<file path="config.mk">
export PLATFORM = sky130hd
export DESIGN_NAME = uds_regs
export DESIGN_NICKNAME = d
export VERILOG_FILES = /design/src/design/uds_pkg.sv /design/src/design/uds_rx_check.sv /design/src/design/uds_regs.sv
export SDC_FILE = /design/constraint.sdc
export NUM_CORES = 1
export LEC_CHECK = 0
export BUFFER_PORTS_ARGS = -buffer_cell sky130_fd_sc_hd__buf_2
export CELL_PAD_IN_SITES_DETAIL_PLACEMENT = 0
export CELL_PAD_IN_SITES_GLOBAL_PLACEMENT = 1
export CORE_AREA = 2 2 101 103
export CTS_BUF_LIST = sky130_fd_sc_hd__clkbuf_2 sky130_fd_sc_hd__clkbuf_4 sky130_fd_sc_hd__clkbuf_8
export DETAILED_ROUTE_END_ITERATION = 16
export DIE_AREA = 0 0 103 105
export PLACE_DENSITY_LB_ADDON = 0.1
export SLEW_MARGIN = 20
export SYNTH_ARGS = -nofsm -noshare
export SYNTH_HDL_FRONTEND = slang
export SYNTH_SLANG_ARGS = --single-unit
</file>
<file path="constraint.sdc">
create_clock -name aclk -period 5.05 [get_ports aclk]
set_input_delay 0.505 -clock aclk [delete_from_list [all_inputs] [get_ports aclk]]
set_output_delay 0.505 -clock aclk [all_outputs]
set_load 0.05 [all_outputs]
</file>
<file path="src/design/uds_pkg.sv">
// register map, field layout and reset values of the serial data and status registers
package uds_pkg;
    // ============================================================
    // register indices and byte addresses
    localparam logic [11:0] DATA_IDX = 12'h0F1;
    localparam logic [11:0] STATUS_IDX = 12'h0F2;
    localparam logic [11:0] DATA_ADDR = {DATA_IDX[9:0], 2'h0};
    localparam logic [11:0] STATUS_ADDR = {STATUS_IDX[9:0], 2'h0};
    localparam logic [11:0] CFG_ADDR = 12'h400;
    localparam logic [11:0] INT_STAT_ADDR = 12'h404;
    localparam logic [11:0] INT_MASK_ADDR = 12'h408;
    // ============================================================
    // line status field positions
    localparam int ST_RX_FULL = 7;
    localparam int ST_PARITY = 6;
    localparam int ST_OVERRUN = 5;
    localparam int ST_FRAMING = 4;
    localparam int ST_BREAK = 3;
    localparam int ST_TX_READY = 2;
    localparam int ST_TX_DONE = 1;
    localparam int ST_NOISE = 0;
    localparam logic [7:0] STATUS_RESET = 8'h02;
    // ============================================================
    // own configuration and interrupt fields
    localparam int CFG_PAR_EN = 0;
    localparam int CFG_PAR_ODD = 1;
    localparam logic [1:0] CFG_RESET = 2'h0;
    localparam int INT_RX = 0;
    localparam int INT_ERR = 1;
    localparam int INT_TX = 2;
    localparam logic [2:0] INT_RESET = 3'h0;
    // ============================================================
    // bus answers and register selection
    localparam logic [1:0] RESP_OKAY = 2'h0;
    localparam logic [1:0] RESP_SLVERR = 2'h2;
    typedef enum logic [2:0] {SEL_NONE, SEL_DATA, SEL_STATUS, SEL_CFG, SEL_INT_STAT, SEL_INT_MASK} uds_sel_e;
endpackage

</file>
<file path="src/design/uds_rx_check.sv">
// character checks on one received frame: parity, framing and break
`timescale 1ns/1ps
module uds_rx_check (
    input wire logic [7:0] char_data,
    input wire logic parity_bit,
    input wire logic stop_bit,
    input wire logic parity_en,
    input wire logic parity_odd,
    output logic parity_err,
    output logic frame_err,
    output logic break_det
);
    // parity over data plus parity bit is odd for odd parity, even for even parity
    assign parity_err = parity_en & ((^char_data ^ parity_bit) != parity_odd);
    // only the first stop bit is judged; a second one is never looked at
    assign frame_err = ~stop_bit;
    // break: every bit position of the character low, parity included when present
    assign break_det = (char_data == 8'h00) & ~stop_bit & ~(parity_en & parity_bit);
endmodule

</file>
<file path="src/design/uds_regs.sv">
// serial data and line status registers behind an axi4-lite slave
// ============================================================
// Summary of operation
// reading the data register returns the byte in the receive holding register
// any data register access clears the pending receive interrupt
// writing the data register loads the byte for transmission
// a data register read clears parity, overrun, framing and break together
// receive-full sets when a byte lands, clears when the data register is read; the code keeps it set on that read while an overrun is pending
// parity error sets on a failed parity check, clears on data read
// overrun sets on an overrun, clears on data read
// framing error sets on a framing fault, clears on data read
// break sets on a detected line break, clears on data read
// transmit-ready sets when a byte can be taken, clears on data write
// transmit-complete is 0 while shifting, 1 when done, resets to 1
// status bit 0 reads back noise seen on the current byte
// writing status bit 0 turns the noise filter on or off
// framing error when the first stop bit is 0; second stop bit ignored
// break when the line stays low for the whole character
// on overrun the arriving byte is dropped, the stored byte kept
// overrun and break show only after the pending byte is read
// read-clears take effect after the read data is returned
// error bits are captured with the byte they describe
//
// Design decision made here: the AXI4-Lite register port.
`timescale 1ns/1ps
module uds_regs (
    input wire logic aclk,
    input wire logic aresetn,
    input wire logic ce,
    input wire logic [11:0] s_axi_awaddr,
    input wire logic s_axi_awvalid,
    output logic s_axi_awready,
    input wire logic [31:0] s_axi_wdata,
    input wire logic [3:0] s_axi_wstrb,
    input wire logic s_axi_wvalid,
    output logic s_axi_wready,
    output logic [1:0] s_axi_bresp,
    output logic s_axi_bvalid,
    input wire logic s_axi_bready,
    input wire logic [11:0] s_axi_araddr,
    input wire logic s_axi_arvalid,
    output logic s_axi_arready,
    output logic [31:0] s_axi_rdata,
    output logic [1:0] s_axi_rresp,
    output logic s_axi_rvalid,
    input wire logic s_axi_rready,
    input wire logic rx_char_valid,
    input wire logic [7:0] rx_char_data,
    input wire logic rx_parity_bit,
    input wire logic rx_stop_bit,
    input wire logic rx_noise,
    input wire logic tx_taken,
    input wire logic tx_busy,
    output logic [7:0] tx_data,
    output logic tx_load,
    output logic noise_filter_en,
    output logic parity_en,
    output logic parity_odd,
    output logic irq
);
    // ============================================================
    // state
    typedef struct packed {
        logic aw_got;
        logic [11:0] aw_addr;
        logic w_got;
        logic [7:0] w_data;
        logic w_lane0;
        logic awready;
        logic wready;
        logic bvalid;
        logic [1:0] bresp;
        logic arready;
        logic rvalid;
        logic [31:0] rdata;
        logic [1:0] rresp;
        logic [7:0] rx_hold;
        logic [7:0] status;
        logic pend_ovr;
        logic pend_brk;
        logic nf_en;
        logic [1:0] cfg;
        logic [7:0] tx_data;
        logic tx_pending;
        logic [2:0] int_stat;
        logic [2:0] int_mask;
        logic irq;
    } uds_state_s;

    uds_state_s q;
    uds_state_s next_q;
    logic chk_perr;
    logic chk_ferr;
    logic chk_brk;
    logic wr_fire;
    logic rd_fire;
    uds_pkg::uds_sel_e wr_sel;
    uds_pkg::uds_sel_e rd_sel;

    // address decode shared by the read and write paths
    function automatic uds_pkg::uds_sel_e decode(input logic [11:0] addr);
        unique case (addr)
            uds_pkg::DATA_ADDR: decode = uds_pkg::SEL_DATA;
            uds_pkg::STATUS_ADDR: decode = uds_pkg::SEL_STATUS;
            uds_pkg::CFG_ADDR: decode = uds_pkg::SEL_CFG;
            uds_pkg::INT_STAT_ADDR: decode = uds_pkg::SEL_INT_STAT;
            uds_pkg::INT_MASK_ADDR: decode = uds_pkg::SEL_INT_MASK;
            default: decode = uds_pkg::SEL_NONE;
        endcase
    endfunction

    uds_rx_check u_check (
        .char_data(rx_char_data),
        .parity_bit(rx_parity_bit),
        .stop_bit(rx_stop_bit),
        .parity_en(q.cfg[uds_pkg::CFG_PAR_EN]),
        .parity_odd(q.cfg[uds_pkg::CFG_PAR_ODD]),
        .parity_err(chk_perr),
        .frame_err(chk_ferr),
        .break_det(chk_brk)
    );

    // a write runs once both address and data are held and the last answer is gone
    assign wr_fire = q.aw_got & q.w_got & ~q.bvalid;
    assign rd_fire = s_axi_arvalid & q.arready;
    assign wr_sel = decode(q.aw_addr);
    assign rd_sel = decode(s_axi_araddr);

    // ============================================================
    // next state
    always_comb begin
        logic data_rd;
        logic data_wr;
        logic [2:0] ev;
        data_rd = rd_fire & (rd_sel == uds_pkg::SEL_DATA);
        data_wr = wr_fire & (wr_sel == uds_pkg::SEL_DATA) & q.w_lane0;
        ev = 3'h0;
        next_q = q;
        // write address and data are taken in either order
        if (s_axi_awvalid & q.awready) begin
            next_q.aw_got = 1'b1;
            next_q.aw_addr = s_axi_awaddr;
        end
        if (s_axi_wvalid & q.wready) begin
            next_q.w_got = 1'b1;
            next_q.w_data = s_axi_wdata[7:0];
            next_q.w_lane0 = s_axi_wstrb[0];
        end
        if (q.bvalid & s_axi_bready) begin
            next_q.bvalid = 1'b0;
        end
        if (wr_fire) begin
            next_q.aw_got = 1'b0;
            next_q.w_got = 1'b0;
            next_q.bvalid = 1'b1;
            next_q.bresp = (wr_sel == uds_pkg::SEL_NONE) ? uds_pkg::RESP_SLVERR : uds_pkg::RESP_OKAY;
            if (q.w_lane0) begin
                unique case (wr_sel)
                    uds_pkg::SEL_STATUS: next_q.nf_en = q.w_data[uds_pkg::ST_NOISE];
                    uds_pkg::SEL_CFG: next_q.cfg = q.w_data[1:0];
                    uds_pkg::SEL_INT_STAT: next_q.int_stat = q.int_stat & ~q.w_data[2:0];
                    uds_pkg::SEL_INT_MASK: next_q.int_mask = q.w_data[2:0];
                    default: begin
                    end
                endcase
            end
        end
        // read: data latched from the current state, so the clearing below lands afterwards
        if (q.rvalid & s_axi_rready) begin
            next_q.rvalid = 1'b0;
        end
        if (rd_fire) begin
            next_q.rvalid = 1'b1;
            next_q.rresp = (rd_sel == uds_pkg::SEL_NONE) ? uds_pkg::RESP_SLVERR : uds_pkg::RESP_OKAY;
            unique case (rd_sel)
                uds_pkg::SEL_DATA: next_q.rdata = {24'h000000, q.rx_hold};
                uds_pkg::SEL_STATUS: next_q.rdata = {24'h000000, q.status};
                uds_pkg::SEL_CFG: next_q.rdata = {30'h00000000, q.cfg};
                uds_pkg::SEL_INT_STAT: next_q.rdata = {29'h00000000, q.int_stat};
                uds_pkg::SEL_INT_MASK: next_q.rdata = {29'h00000000, q.int_mask};
                default: next_q.rdata = 32'h00000000;
            endcase
        end
        // a data read empties the holder and its error bits; a withheld overrun shows now and keeps receive-full set
        if (data_rd) begin
            next_q.status[uds_pkg::ST_RX_FULL] = q.pend_ovr;
            next_q.status[uds_pkg::ST_PARITY] = 1'b0;
            next_q.status[uds_pkg::ST_OVERRUN] = q.pend_ovr;
            next_q.status[uds_pkg::ST_FRAMING] = 1'b0;
            next_q.status[uds_pkg::ST_BREAK] = q.pend_ovr & q.pend_brk;
            next_q.status[uds_pkg::ST_NOISE] = 1'b0;
            next_q.pend_ovr = 1'b0;
            next_q.pend_brk = 1'b0;
            ev[uds_pkg::INT_ERR] = q.pend_ovr;
        end
        // an arriving character wins over a read in the same cycle
        if (rx_char_valid) begin
            if (next_q.status[uds_pkg::ST_RX_FULL]) begin
                next_q.pend_ovr = 1'b1; // byte dropped, holder kept
                next_q.pend_brk = next_q.pend_brk | chk_brk;
            end else begin
                next_q.rx_hold = rx_char_data;
                next_q.status[uds_pkg::ST_RX_FULL] = 1'b1;
                next_q.status[uds_pkg::ST_PARITY] = chk_perr;
                next_q.status[uds_pkg::ST_FRAMING] = chk_ferr;
                next_q.status[uds_pkg::ST_BREAK] = chk_brk;
                next_q.status[uds_pkg::ST_OVERRUN] = 1'b0;
                next_q.status[uds_pkg::ST_NOISE] = rx_noise;
                ev[uds_pkg::INT_RX] = 1'b1;
                ev[uds_pkg::INT_ERR] = chk_perr | chk_ferr | chk_brk;
            end
        end
        // transmit holding: a write loads the byte and holds the request till the shifter takes it
        if (tx_taken) begin
            next_q.tx_pending = 1'b0;
        end
        if (data_wr) begin
            next_q.tx_data = q.w_data;
            next_q.tx_pending = 1'b1;
            next_q.status[uds_pkg::ST_TX_READY] = 1'b0;
        end else if (tx_taken | (~q.tx_pending & ~tx_busy)) begin
            next_q.status[uds_pkg::ST_TX_READY] = 1'b1;
        end
        next_q.status[uds_pkg::ST_TX_DONE] = ~tx_busy & ~next_q.tx_pending;
        ev[uds_pkg::INT_TX] = next_q.status[uds_pkg::ST_TX_READY] & ~q.status[uds_pkg::ST_TX_READY];
        // any data access drops the receive interrupt; a new event in the same cycle wins
        if (rd_fire & (rd_sel == uds_pkg::SEL_DATA)) begin
            next_q.int_stat[uds_pkg::INT_RX] = 1'b0;
        end
        if (wr_fire & (wr_sel == uds_pkg::SEL_DATA)) begin
            next_q.int_stat[uds_pkg::INT_RX] = 1'b0;
        end
        next_q.int_stat = next_q.int_stat | ev;
        next_q.irq = |(next_q.int_stat & next_q.int_mask);
        // ready flops track the holding state so every output comes from a register
        next_q.awready = ~next_q.aw_got & ~next_q.bvalid;
        next_q.wready = ~next_q.w_got & ~next_q.bvalid;
        next_q.arready = ~next_q.rvalid;
    end

    // ============================================================
    // registers; clock enable low freezes everything except the synchronous reset, which still loads
    always_ff @(posedge aclk) begin
        if (!aresetn) begin
            q <= '0;
            q.status <= uds_pkg::STATUS_RESET;
            q.cfg <= uds_pkg::CFG_RESET;
            q.int_stat <= uds_pkg::INT_RESET;
            q.int_mask <= uds_pkg::INT_RESET;
            q.awready <= 1'b1;
            q.wready <= 1'b1;
            q.arready <= 1'b1;
        end else if (ce) begin
            q <= next_q;
        end
    end

    // ============================================================
    // outputs
    assign s_axi_awready = q.awready;
    assign s_axi_wready = q.wready;
    assign s_axi_bvalid = q.bvalid;
    assign s_axi_bresp = q.bresp;
    assign s_axi_arready = q.arready;
    assign s_axi_rvalid = q.rvalid;
    assign s_axi_rdata = q.rdata;
    assign s_axi_rresp = q.rresp;
    assign tx_data = q.tx_data;
    assign tx_load = q.tx_pending;
    assign noise_filter_en = q.nf_en;
    assign parity_en = q.cfg[uds_pkg::CFG_PAR_EN];
    assign parity_odd = q.cfg[uds_pkg::CFG_PAR_ODD];
    assign irq = q.irq;

    // ============================================================
    // checks
    logic rd_data_hs;
    logic wr_data_hs;
    assign rd_data_hs = ce & rd_fire & (rd_sel == uds_pkg::SEL_DATA);
    assign wr_data_hs = ce & wr_fire & (wr_sel == uds_pkg::SEL_DATA) & q.w_lane0;
endmodule

</file>
### Word-level counts from Yosys, hierarchy flattened

Index checks and enable logic that the tools add are counted.

| word-level totals | value |
|---|---|
| flip-flop bits (word level) | 101 |
| latch bits | 0 |
| RAM bits | 0 |
| ROM bits | 0 |
| output and inout port bits | 54 |
| memories kept | 0 |

| operators by class | value |
|---|---|
| add/sub/neg operators | 0 |
| $mul | 0 |
| div/mod/pow operators | 0 |
| order comparisons | 0 |
| equal/unequal tests | 21 |
| shift-type cells | 0 |
| multiplexer cells | 33 |
| bitwise gates (word level) | 41 |
| reductions and logical operators | 13 |

Operators with widths:

| cell | count |
|---|---|
| equality test 12 x 11 -> 1 bit (second input constant) | 6 |
| equality test 12 x 10 -> 1 bit (second input constant) | 4 |
| case mux 8 bit (5 select lines) | 1 |
| two-way mux 35 bit | 1 |
| case mux 3 bit (5 select lines) | 2 |
| AND 1 bit | 20 |
| two-way mux 3 bit | 5 |
| two-way mux 13 bit | 1 |
| equality test 3 x 2 -> 1 bit (second input constant) | 4 |
| equality test 3 bit (second input constant) | 4 |
| two-way mux 1 bit | 12 |
| two-way mux 6 bit | 2 |
| inverter 1 bit | 12 |
| two-way mux 10 bit | 1 |
| two-way mux 2 bit | 5 |
| two-way mux 5 bit | 2 |
| AND reduction 2 bit | 5 |
| logical NOT 8 bit | 1 |
| AND reduction 4 bit | 2 |
| parity 8 bit | 1 |
| AND 3 bit | 2 |
| equality test 3 x 1 -> 1 bit (second input constant) | 2 |
| logical NOT 3 bit | 2 |
| two-way mux 4 bit | 1 |
| 7 further kinds | 10 |

### Longest topological paths before layout

Gate-level depths: netlist (run 1).

| depth | value |
|---|---|
| word-level depth | 11 |
| mapped depth | 8 |

### Hierarchy

A second synthesis (run 1) with hierarchy kept.

| second synthesis, totals | value |
|---|---|
| cells, all modules | 487 |
| area total of the unflattened synthesis | 3883.7 um^2 |

By module, submodules not included:

| module | times used | cells an instance | area an instance (um^2) |
|---|---|---|---|
| uds_regs | 1 | 466 | 3719.8 |
| uds_rx_check | 1 | 21 | 163.9 |

### Worst setup path after synthesis (run 1)

OpenSTA, ideal clock, no wires.

| timing | value |
|---|---|
| kind | input to register |
| start point | in s_axi_araddr[5] |
| end point | reg q[29] in the netlist's numbering |
| arrival time | 2.051 ns |
| data required time | 4.922 ns |
| slack | 2.871 ns |
| cell stages on the path | 7 |
| buffers on the path | 1 |
| path through | or3_1 > nand4b_2 > o21ai_2 > and3b_1 > buf_4 > mux2i_1 > nor2_1 |

| between the ends | value |
|---|---|
| longest elaborated chain between the ends | 7 |
| elaborated cells on any way between the ends | 11 |
| those cells by class | eq/ne (6); mux (2); bitwise (2); reduce/logical (1) |

Ends and longest elaborated chain:

| item | RTL line | text |
|---|---|---|
| start: declaration | uds_regs.sv:40 | `input wire logic [11:0] s_axi_araddr,` |
| equality test 12 x 11 -> 1 bit / equality test 12 x 10 -> 1 bit (equally long branches) | uds_regs.sv:102 | `unique case (addr)` |
| case mux 3 bit (5 select lines) * | uds_regs.sv:102 |  |
| equality test 3 x 1 -> 1 bit * | uds_regs.sv:135 | `data_rd = rd_fire & (rd_sel == uds_pkg::SEL_DATA);` |
| AND 1 bit * | uds_regs.sv:135 |  |
| two-way mux 5 bit * | uds_regs.sv:185 | `if (data_rd) begin` |
| inverter 1 bit (no source line) * | -- |  |
| AND reduction 3 bit (no source line) * | -- |  |
| end signal: assignment | uds_regs.sv:254 | `q <= next_q;` |
| end: declaration | uds_regs.sv:90 | `uds_state_s q;` |

Mark *: on every way between the ends. The rest lies on a longest branch, timed or not.
A chain may end at the register's enable or synchronous reset.

==> metrics.csv, run 1 <==
metric,value,unit
RD Place Congestion,0.800,
status,"finished, final reports clean",
fmax,398,MHz
wire length per cell,13.9,µm
Layout area overhead,12.1,%
total CTS buffers,9,
vias in the first global route,2894,
startpoint types,input port,
Final period util,49.8,%
Port Buf Inserts,82,
Seq pwr share,48.4,%
path type of the worst setup path,input port to register,
Avg Inst Size Synth,8.30,µm²
Slew headroom,45.5,%
initial antenna violation count,0,
Switch Pwr,0.000396,W
DR vias,3190,
#FFs+latches synth,75,
die width,103,µm
placed cells,637,
worst-case clock buffer depth,2,
fin cells,653,
DRT antenna net count,0,
DRT Wirelength,9080,µm
clock network power share,35.4,%
"Slew Viols, Final",0,
final setup fails,0,
Post-synth EDFFs,0,
top_reg_cell synth,dfxtp_1,
# fillers,1059,
fin crit period,2.51,ns
Hold Buf Count CTS,0,
Final Hold Violating Endpoints,0,
leak pwr,1.85,nW
Pwr per Cell Area,307,nW/µm²
maximum capacitance violations,0,
worst slew pin tran,0.814,ns
sequential-to-total area share from yosys stat,39.4,%
Post-CTS Setup Bufs,0,
Clock transition at path regs,0.08,ns
Int Pwr,0.000914,W
pin count of the biggest net entering global routing,35,
combinational fraction of design power,16.2,%
Worst Skew,0.00714,ns
Crit. End Element,register,
RSZ-0062 raised after global routing,no,
Core ar.,9640,µm²
Gate Count Post-Synth,459,
"leading cell type in the layout, fill and taps excluded",buf_2,
drt drc,0,
Worst EP required,5.28,ns
GR Util All Layers,17.1,%
overall power,0.00131,W
Net Sw Frac,30.3,%
DIE HEIGHT,105,µm
Die ar.,10800,µm²
share of layout cells above drive strength 1,21.7,%
most frequent cells in the layout,"buf_2 (82), dfxtp_1 (75), nand2_1 (73)",
drt first pass iters,4,
Root Driver,clkbuf_8,
worst skew pair latency,0.35,ns
first-pass GRT wire length,14500,µm
htree depth,3,
antenna cells,0,
count of cell types in the netlist,52,
Initial Util,39.5,%
fin nets,601,
DRT iter0 DRCs,108,
Yosys warnings,0,
CTS resizes,0,
CP arrival,2.74,ns
TritonCTS clock tree,built,
GRT overflow,0,
clk sink count,75,
DP Wirelength,6540,µm
Async SR Flop Fraction,0,%
mapped cell area,3810,µm²
Rows,36,
CP Max Fanout,29,
via/cell ratio,4.89,
I/O Pins,136,
setup_tns,0,ns
Hold Path Class,input port to register,
post-route core utilization,44.3,%
Max rail drop VDD,0.136,mV
FF-to-FF setup slack,2.57,ns
-- layout make-up --
class                           count  area [µm²]  area share [%]
Clock buffer                       10         131            3.08
Clock inverter                      6        66.3            1.55
Inverter                           17        63.8            1.49
Multi-Input combinational cell    329        1920            45.0
Sequential cell                    75        1500            35.2
Tap cell                          133         166            3.90
Timing Repair Buffer               83         418            9.79
-- metal layers --
metal / up-vias / routed length [µm] / part of all wire (%) / global-route usage (%)
met3: 11 / 457 / 5.0 / 4.68
met1: 1450 / 4300 / 47 / 23.5
li1: 1640 / - / - / -
met4: 0 / 123 / 1.4 / 4.70
met2: 89 / 4200 / 46 / 26.1
met5: - / 0 / 0 / 0
-- flip-flops by register name, summed over array words and instances (netlist names) --
| name | flops |
|---|---|
| s_axi_rvalid | 1 |
| parity_odd | 1 |
| s_axi_wready | 1 |
| s_axi_rdata | 8 |
| s_axi_awready | 1 |
| s_axi_bresp | 1 |
| s_axi_rresp | 1 |
| irq | 1 |
| noise_filter_en | 1 |
| tx_load | 1 |
| tx_data | 8 |
| parity_en | 1 |
| q | 47 |
| s_axi_arready | 1 |
| s_axi_bvalid | 1 |
-- final timing paths --
kind / start / to / depth (start not counted)
hold / removal: s_axi_awaddr[5] / q[93] / 3
setup reg to reg: q[88] / tx_data[2] / 6
setup / recovery: ce / q[25] / 7
hold reg to reg: tx_data[4] / tx_data[4] / 2
-- per-stage QoR --
stage,hold slack (ns),worst slack [ns],area [µm²]
2_1_floorplan,0.432,2.87,3900
3_3_place_gp,0.444,2.16,4070
3_5_place_dp,0.445,2.09,4070
4_1_cts,0.369,2.50,4270
5_1_grt,0.376,2.27,4270
6_report,0.383,2.54,4270
-- cell families (layout without fill, tap and decap cells) --
group,Yosys count,in the layout,synth area share [%]
XOR/XNOR,4,4,1.28
AO/OA/AOI/OAI,95,95,16.4
other,1,26,0.0984
flip-flops,75,75,39.4
buffers and inverters,80,116,12.6
AND/OR/NAND/NOR,176,176,22.5
adder cells (fa/ha/maj),4,4,1.31
multiplexers,24,24,6.44
-- power by group through the flow --
stage          combinational (W)  clock, W  sequential (W)
2_1_floorplan           0.000172         0        0.000655
3_3_place_gp            0.000211         0        0.000648
3_5_place_dp            0.000213         0        0.000649
4_1_cts                 0.000214  0.000478        0.000635
5_1_grt                 0.000233  0.000509        0.000638
6_report                0.000212  0.000464        0.000635
-- critical path: stages --
cell and delay [ns]:
buf_2 0.46, inv_1 0.45, nor2_1 0.75, nand2b_1 0.27, nand2_1 0.12, mux2_2 0.14, nor2_1 0.03
-- synthesized netlist by cell type (5+ instances only) --
cell type  number  area share (%)
nand3_1        12             1.6
dfxtp_1        75              39
mux2i_1        20             5.3
o21ai_0        12             1.6
nor3_1         11             1.4
inv_1          17             1.7
clkbuf_1       14             1.4
a211o_1         5             1.1
a21oi_1        44             5.8
a221oi_1        8             1.8
nand2_1        73             7.2
a211oi_1        5            0.99
buf_4          46             9.1
nor2_1         41             4.0
Note: power is estimated with default switching activity, not from simulation.
==> inputs of run 2 (changes only) <==
Settings changed: CORE_AREA 2 2 101 103 to 2 2 105 107, DIE_AREA 0 0 103 105 to 0 0 107 109.
Clock period 5.05 ns to 2.55 ns, I/O delays scaled along.
==> run 2 against run 1 <==
Compared with the run above:
- critical endpoint is now tx_data[1]
- clock power increased by 77%
- critical path type is now register to register
- global-route usage decreased by 0.51 points
- cell count increased by 2.1%
==> metrics.csv, run 2 (same netlist as run 1, synthesis figures left out) <==
metric,value,unit,change
status,"finished, final reports clean",,
max reg flops,47,,unchanged
via/cell ratio,4.81,,-1.5%
RD Place Congestion,0.775,,-3.2%
GRT overflow,0,,unchanged
CTS resizes,0,,unchanged
RSZ-0062 raised after global routing,no,,
DRT antenna net count,0,,unchanged
Crit. End Element,register,,
Hold Path Class,input port to register,,
die width,107,µm,+3.9%
maximum capacitance violations,0,,unchanged
Post-CTS Setup Bufs,0,,unchanged
CP arrival,2.22,ns,-0.52 ns
Net Sw Frac,32.2,%,+1.9 points
Rows,38,,+5.6%
Worst Skew,0.00877,ns,+0.00163 ns
antenna cells,0,,unchanged
initial antenna violation count,0,,unchanged
# fillers,1138,,+7.5%
worst-case clock buffer depth,2,,unchanged
worst skew pair latency,0.35,ns,about the same
Max rail drop VDD,0.278,mV,+100%
Clock transition at path regs,0.08,ns,about the same
Buf/Inv on CP,1,,-1
Port Buf Inserts,82,,unchanged
total CTS buffers,9,,unchanged
Worst EP required,2.77,ns,-2.51 ns
GR Util All Layers,16.6,%,-0.51 points
Core ar.,10600,µm²,+10%
I/O Pins,136,,unchanged
CP Max Fanout,8,,-72%
DRT Wirelength,9370,µm,+3.3%
Initial Util,35.9,%,-3.6 points
most frequent cells in the layout,"buf_2 (82), dfxtp_1 (75), nand2_1 (73)",,
overall power,0.00251,W,+92%
vias in the first global route,3112,,+7.5%
Seq pwr share,50.1,%,+1.7 points
clk sink count,75,,unchanged
htree depth,3,,unchanged
combinational fraction of design power,17.2,%,+1.0 points
Slew headroom,41.3,%,-4.2 points
clock network power share,32.7,%,-2.7 points
Max stage delay on crit path,0.33,ns,-0.42 ns
Final Hold Violating Endpoints,0,,unchanged
"Largest delay share family, worst path",simple AND/OR/NAND/NOR gates,,
"leading cell type in the layout, fill and taps excluded",buf_2,,
fin nets,609,,+1.3%
worst slew pin tran,0.877,ns,+0.0622 ns
drt first pass iters,4,,unchanged
Root Driver,clkbuf_8,,
crit-path cells,nor4_1 > buf_4 > nand4_1 > nor2_2 > nand2_1 > mux2i_1 > nor2_1,,
TritonCTS clock tree,built,,
drt drc,0,,unchanged
startpoint types,register,,
setup_tns,0,ns,unchanged
fin crit period,2.00,ns,
Register Area,1500,µm²,unchanged
first-pass GRT wire length,15200,µm,+5.1%
"Slew Viols, Final",0,,unchanged
DR vias,3209,,+0.60%
DIE HEIGHT,109,µm,+3.8%
DP Wirelength,6910,µm,+5.7%
Final period util,78.4,%,
fmax,500,MHz,
Multi-input gate area,1920,µm²,unchanged
Largest Register,q,,
wire length per cell,14.0,µm,+1.1%
pin count of the biggest net entering global routing,35,,unchanged
Pwr per Cell Area,581,nW/µm²,+89%
final setup fails,0,,unchanged
Hold Buf Count CTS,0,,unchanged
DRT iter0 DRCs,119,,+10%
share of layout cells above drive strength 1,22.8,%,+1.0 points
leak pwr,1.87,nW,+1.2%
path type of the worst setup path,register to register,,
Int Pwr,0.00170,W,+86%
"slowest stage cell, crit path",nor4_1,,
Switch Pwr,0.000808,W,+100%
Layout area overhead,13.4,%,
Die ar.,11700,µm²,+7.8%
## run 2: changes by cell type in the layout (fill, tap and decap cells not counted), sizes merged
| cell | change |
|---|---|
| buf | +8 |
| clkbuf | -1 |
| inv | +1 |
| clkinv | -2 |
| clkinvlp | +2 |
| bufinv | -1 |
## run 2: routing by layer
metal,wire length (µm),global-route usage [%],up-vias
met4,112,6.40,0
met5,0,0,-
li1,-,-,1655
met2,4480,27.8,66
met3,373,3.17,8
met1,4410,21.2,1480
## run 2: layout make-up
| cell class | instances | share of cell area [%] |
|---|---|---|
| Clock buffer | 9 | 2.87 |
| Clock inverter | 6 | 0.985 |
| Timing Repair Buffer | 91 | 11.4 |
| Multi-Input combinational cell | 329 | 44.5 |
| Sequential cell | 75 | 34.8 |
| Inverter | 17 | 1.48 |
| Tap cell | 140 | 4.06 |
## run 2: path summary, 6_finish.rpt
| path | start | endpoint | slack (ns) | depth (start not counted) |
|---|---|---|---|---|
| max | q[88] | tx_data[1] | 0.55 | 7 |
| max reg2reg | q[88] | tx_data[1] | 0.55 | 7 |
| min reg2reg | q[86] | q[86] | 0.46 | 2 |
| min | s_axi_wdata[5] | q[84] | 0.13 | 3 |
## run 2: worst reg2reg max path: cells and delay by family, from the launching register on
kind,cells,cell delay (ns)
simple gates,5,1.15
flops,1,0.32
mux,1,0.22
buf+inv,1,0.19
## run 2: power groups by stage
stage,sequential [W],combinational (W),clock [W]
4_1_cts,0.00126,0.000434,0.000860
5_1_grt,0.00127,0.000471,0.000903
3_5_place_dp,0.00129,0.000433,0
6_report,0.00126,0.000431,0.000822
3_3_place_gp,0.00129,0.000429,0
2_1_floorplan,0.00130,0.000342,0
## run 2: metrics by stage
stage | hold slack, ns | instances | utilization (%) | worst slack [ns] | area [µm²]
after global routing | 0.122 | 667 | 40.7 | 0.251 | 4320
after detailed placement | 0.447 | 652 | 39.2 | 0.206 | 4150
after floorplan | 0.391 | 484 | - | 0.621 | 3900
final | 0.133 | 667 | 40.7 | 0.551 | 4320
after global placement | 0.444 | 652 | 39.2 | 0.213 | 4150
after CTS | 0.113 | 667 | 40.7 | 0.491 | 4320
==> inputs of run 3 (changes only) <==
Settings changed: ABC_AREA set to 1, CORE_AREA 2 2 105 107 to 2 2 108 110, DIE_AREA 0 0 107 109 to 0 0 110 112.
Clock period 2.55 ns to 1.93 ns, I/O delays scaled along.
==> run 3 against run 2 <==
Compared with the run above:
- largest cell class unchanged
- worst hold slack got worse by 0.099 ns
- global-route usage is 0.16 points higher
- sequential cell count unchanged
- sequential share of layout area fell by 2.0 points
- critical endpoint is now irq
- fmax increased by 15%
- synthesized area rose by 4.2%
- sequential power increased by 33%
==> metrics.csv, run 3 <==
metric,value,unit,change
path type of the worst setup path,register to register,,
I/O Pins,136,,unchanged
Int Pwr,0.00243,W,+43%
share of layout cells above drive strength 1,25.1,%,+2.3 points
RD Place Congestion,0.780,,+0.72%
Gate Count Post-Synth,551,,+20%
"leading cell type in the layout, fill and taps excluded",nand2_1,,
Reg2Reg Depth,12,,+5
"Slew Viols, Final",0,,unchanged
drt drc,0,,unchanged
startpoint types,register,,
fin nets,710,,+17%
share of the synthesized area in the top cell type,37.8,%,-1.6 points
TritonCTS clock tree,built,,
Layout area overhead,15.5,%,
leak pwr,2.08,nW,+11%
max reg flops,47,,unchanged
CP arrival,1.99,ns,-0.23 ns
DRT Wirelength,9770,µm,+4.3%
Core ar.,11200,µm²,+5.4%
mapped cell area,3970,µm²,+4.2%
Pwr per Cell Area,761,nW/µm²,+31%
Max rail drop VDD,0.289,mV,+4.0%
GRT overflow,0,,unchanged
top_reg_cell synth,dfxtp_1,,
Port Buf Inserts,82,,unchanged
worst skew pair latency,0.36,ns,about the same
antenna cells,0,,unchanged
worst-case clock buffer depth,2,,unchanged
DIE HEIGHT,112,µm,+2.8%
via/cell ratio,4.56,,-5.3%
CP endpoint,irq,,
DRT iter0 DRCs,151,,+27%
fmax,574,MHz,+15%
# fillers,1234,,+8.4%
clk sink count,75,,unchanged
clock network power share,35.7,%,+3.0 points
GR Util All Layers,16.7,%,+0.16 points
Die ar.,12300,µm²,+5.6%
Rows,39,,+2.6%
DP Wirelength,7650,µm,+11%
drt first pass iters,4,,unchanged
Yosys warnings,0,,unchanged
Crit. End Element,register,,
fin crit period,1.74,ns,-0.257 ns
Worst Skew,0.00748,ns,-0.00129 ns
initial antenna violation count,0,,unchanged
pin count of the biggest net entering global routing,27,,-23%
Switch Pwr,0.00106,W,+31%
total CTS buffers,9,,unchanged
Root Driver,clkbuf_8,,
Worst R2R Start,q[97],,
count of cell types in the netlist,42,,-19%
Worst EP required,2.18,ns,-0.59 ns
Avg Inst Size Synth,7.20,µm²,-13%
Largest Register,q,,
Net Sw Frac,30.3,%,-1.9 points
final setup fails,0,,unchanged
Seq pwr share,47.8,%,-2.3 points
Final period util,90.3,%,+12 points
Clock transition at path regs,0.08,ns,about the same
overall power,0.00349,W,+39%
vias in the first global route,3344,,+7.5%
Post-CTS Setup Bufs,0,,unchanged
#FFs+latches synth,75,,unchanged
FF-to-FF setup slack,0.19,ns,-0.36 ns
maximum capacitance violations,0,,unchanged
htree depth,3,,unchanged
CP Max Fanout,3,,-5
Async SR Flop Fraction,0,%,unchanged
wire length per cell,12.7,µm,-9.9%
Hold Path Class,input port to register,,
Final Hold Violating Endpoints,0,,unchanged
Initial Util,35.5,%,-0.42 points
DRT antenna net count,0,,unchanged
first-pass GRT wire length,15900,µm,+4.3%
Synth top cells by count,"nand2_1 (89), dfxtp_1 (75), a21oi_1 (67)",,
die width,110,µm,+2.8%
Hold Buf Count CTS,0,,unchanged
setup_tns,0,ns,unchanged
combinational fraction of design power,16.5,%,-0.7 points
sequential-to-total area share from yosys stat,37.8,%,-1.6 points
Critical Path Source,q[97],,
"top cells by area, synth","dfxtp_1 (38%), a21oi_1 (8.4%), nand2_1 (8.4%)",,
most frequent cells in the layout,"nand2_1 (88), buf_2 (82), dfxtp_1 (75)",,
RR Endpoint,irq,,
cell with the most instances after synthesis,nand2_1,,
status,"finished, final reports clean",,
DR vias,3519,,+9.7%
top cell type by total area after synthesis,dfxtp_1,,
CTS resizes,0,,unchanged
Post-synth EDFFs,0,,unchanged
## run 3: worst min-delay path by stage
| stage | startpoint | slack, ns | cells after the start | end |
|---|---|---|---|---|
| floorplan | tx_busy | 0.30 | 1 | q[22] |
| global placement | tx_busy | 0.41 | 2 | q[22] |
| detailed placement | tx_busy | 0.41 | 2 | q[22] |
| CTS | tx_busy | 0.01 | 2 | q[22] |
| global route | tx_busy | 0.03 | 2 | q[22] |
| finish | tx_busy | 0.03 | 2 | q[22] |
## run 3: through the flow
| step | utilization, % | hold WS [ns] | worst slack (ns) | instance area, µm² | std cells |
|---|---|---|---|---|---|
| final | 41.0 | 0.0345 | 0.188 | 4580 | 772 |
| after global routing | 41.0 | 0.0264 | -0.00198 | 4580 | 772 |
| after CTS | 40.8 | 0.0117 | 0.145 | 4560 | 772 |
| after detailed placement | 39.1 | 0.408 | 0.166 | 4370 | 756 |
| after global placement | 39.1 | 0.411 | 0.209 | 4370 | 756 |
| after floorplan | - | 0.296 | 0.126 | 4060 | 576 |
## run 3: critical path: stages (launching register included)
cell	delay, ns
dfxtp_1	0.35
nand2_1	0.07
nor3_1	0.13
buf_4	0.14
nand3_1	0.08
nor2_1	0.15
nand2_1	0.18
o31ai_1	0.16
o21ai_1	0.12
nand2_1	0.07
nand2_1	0.05
nand2_1	0.06
a21oi_1	0.06
## run 3: final cells by class
class	instances	area [µm²]	share of cell area, %
Inverter	78	298	6.50
Timing Repair Buffer	98	531	11.6
Tap cell	143	179	3.90
Clock inverter	5	52.6	1.15
Multi-Input combinational cell	362	1880	41.0
Sequential cell	75	1500	32.8
Clock buffer	11	145	3.17
## run 3: kinds of logic (layout without fill, tap and decap cells)
kind of cell / count (synthesis) / after routing / share of synthesized area (%)
fa+ha+maj: 4 / 4 / 1.26
buf+inv: 139 / 192 / 17.7
other cells: 1 / 26 / 0.0945
compound gates: 141 / 141 / 19.4
flops: 75 / 75 / 37.8
xor+xnor: 4 / 4 / 0.883
simple gates: 187 / 187 / 22.8
## run 3: routing by layer
layer	up-vias	part of all wire [%]	global-route usage, %	wire, µm
met2	80	45	25.8	4430
met4	0	1.2	7.34	119
met3	11	4.4	2.69	428
met1	1554	49	22.9	4800
li1	1874	-	-	-
met5	-	0	0	0
## run 3: power groups by stage
stage	clock [W]	sequential, W	combinational, W
global route	0.00136	0.00168	0.000640
global placement	0	0.00171	0.000571
detailed placement	0	0.00171	0.000576
CTS	0.00128	0.00167	0.000577
finish	0.00125	0.00167	0.000575
floorplan	0	0.00172	0.000440
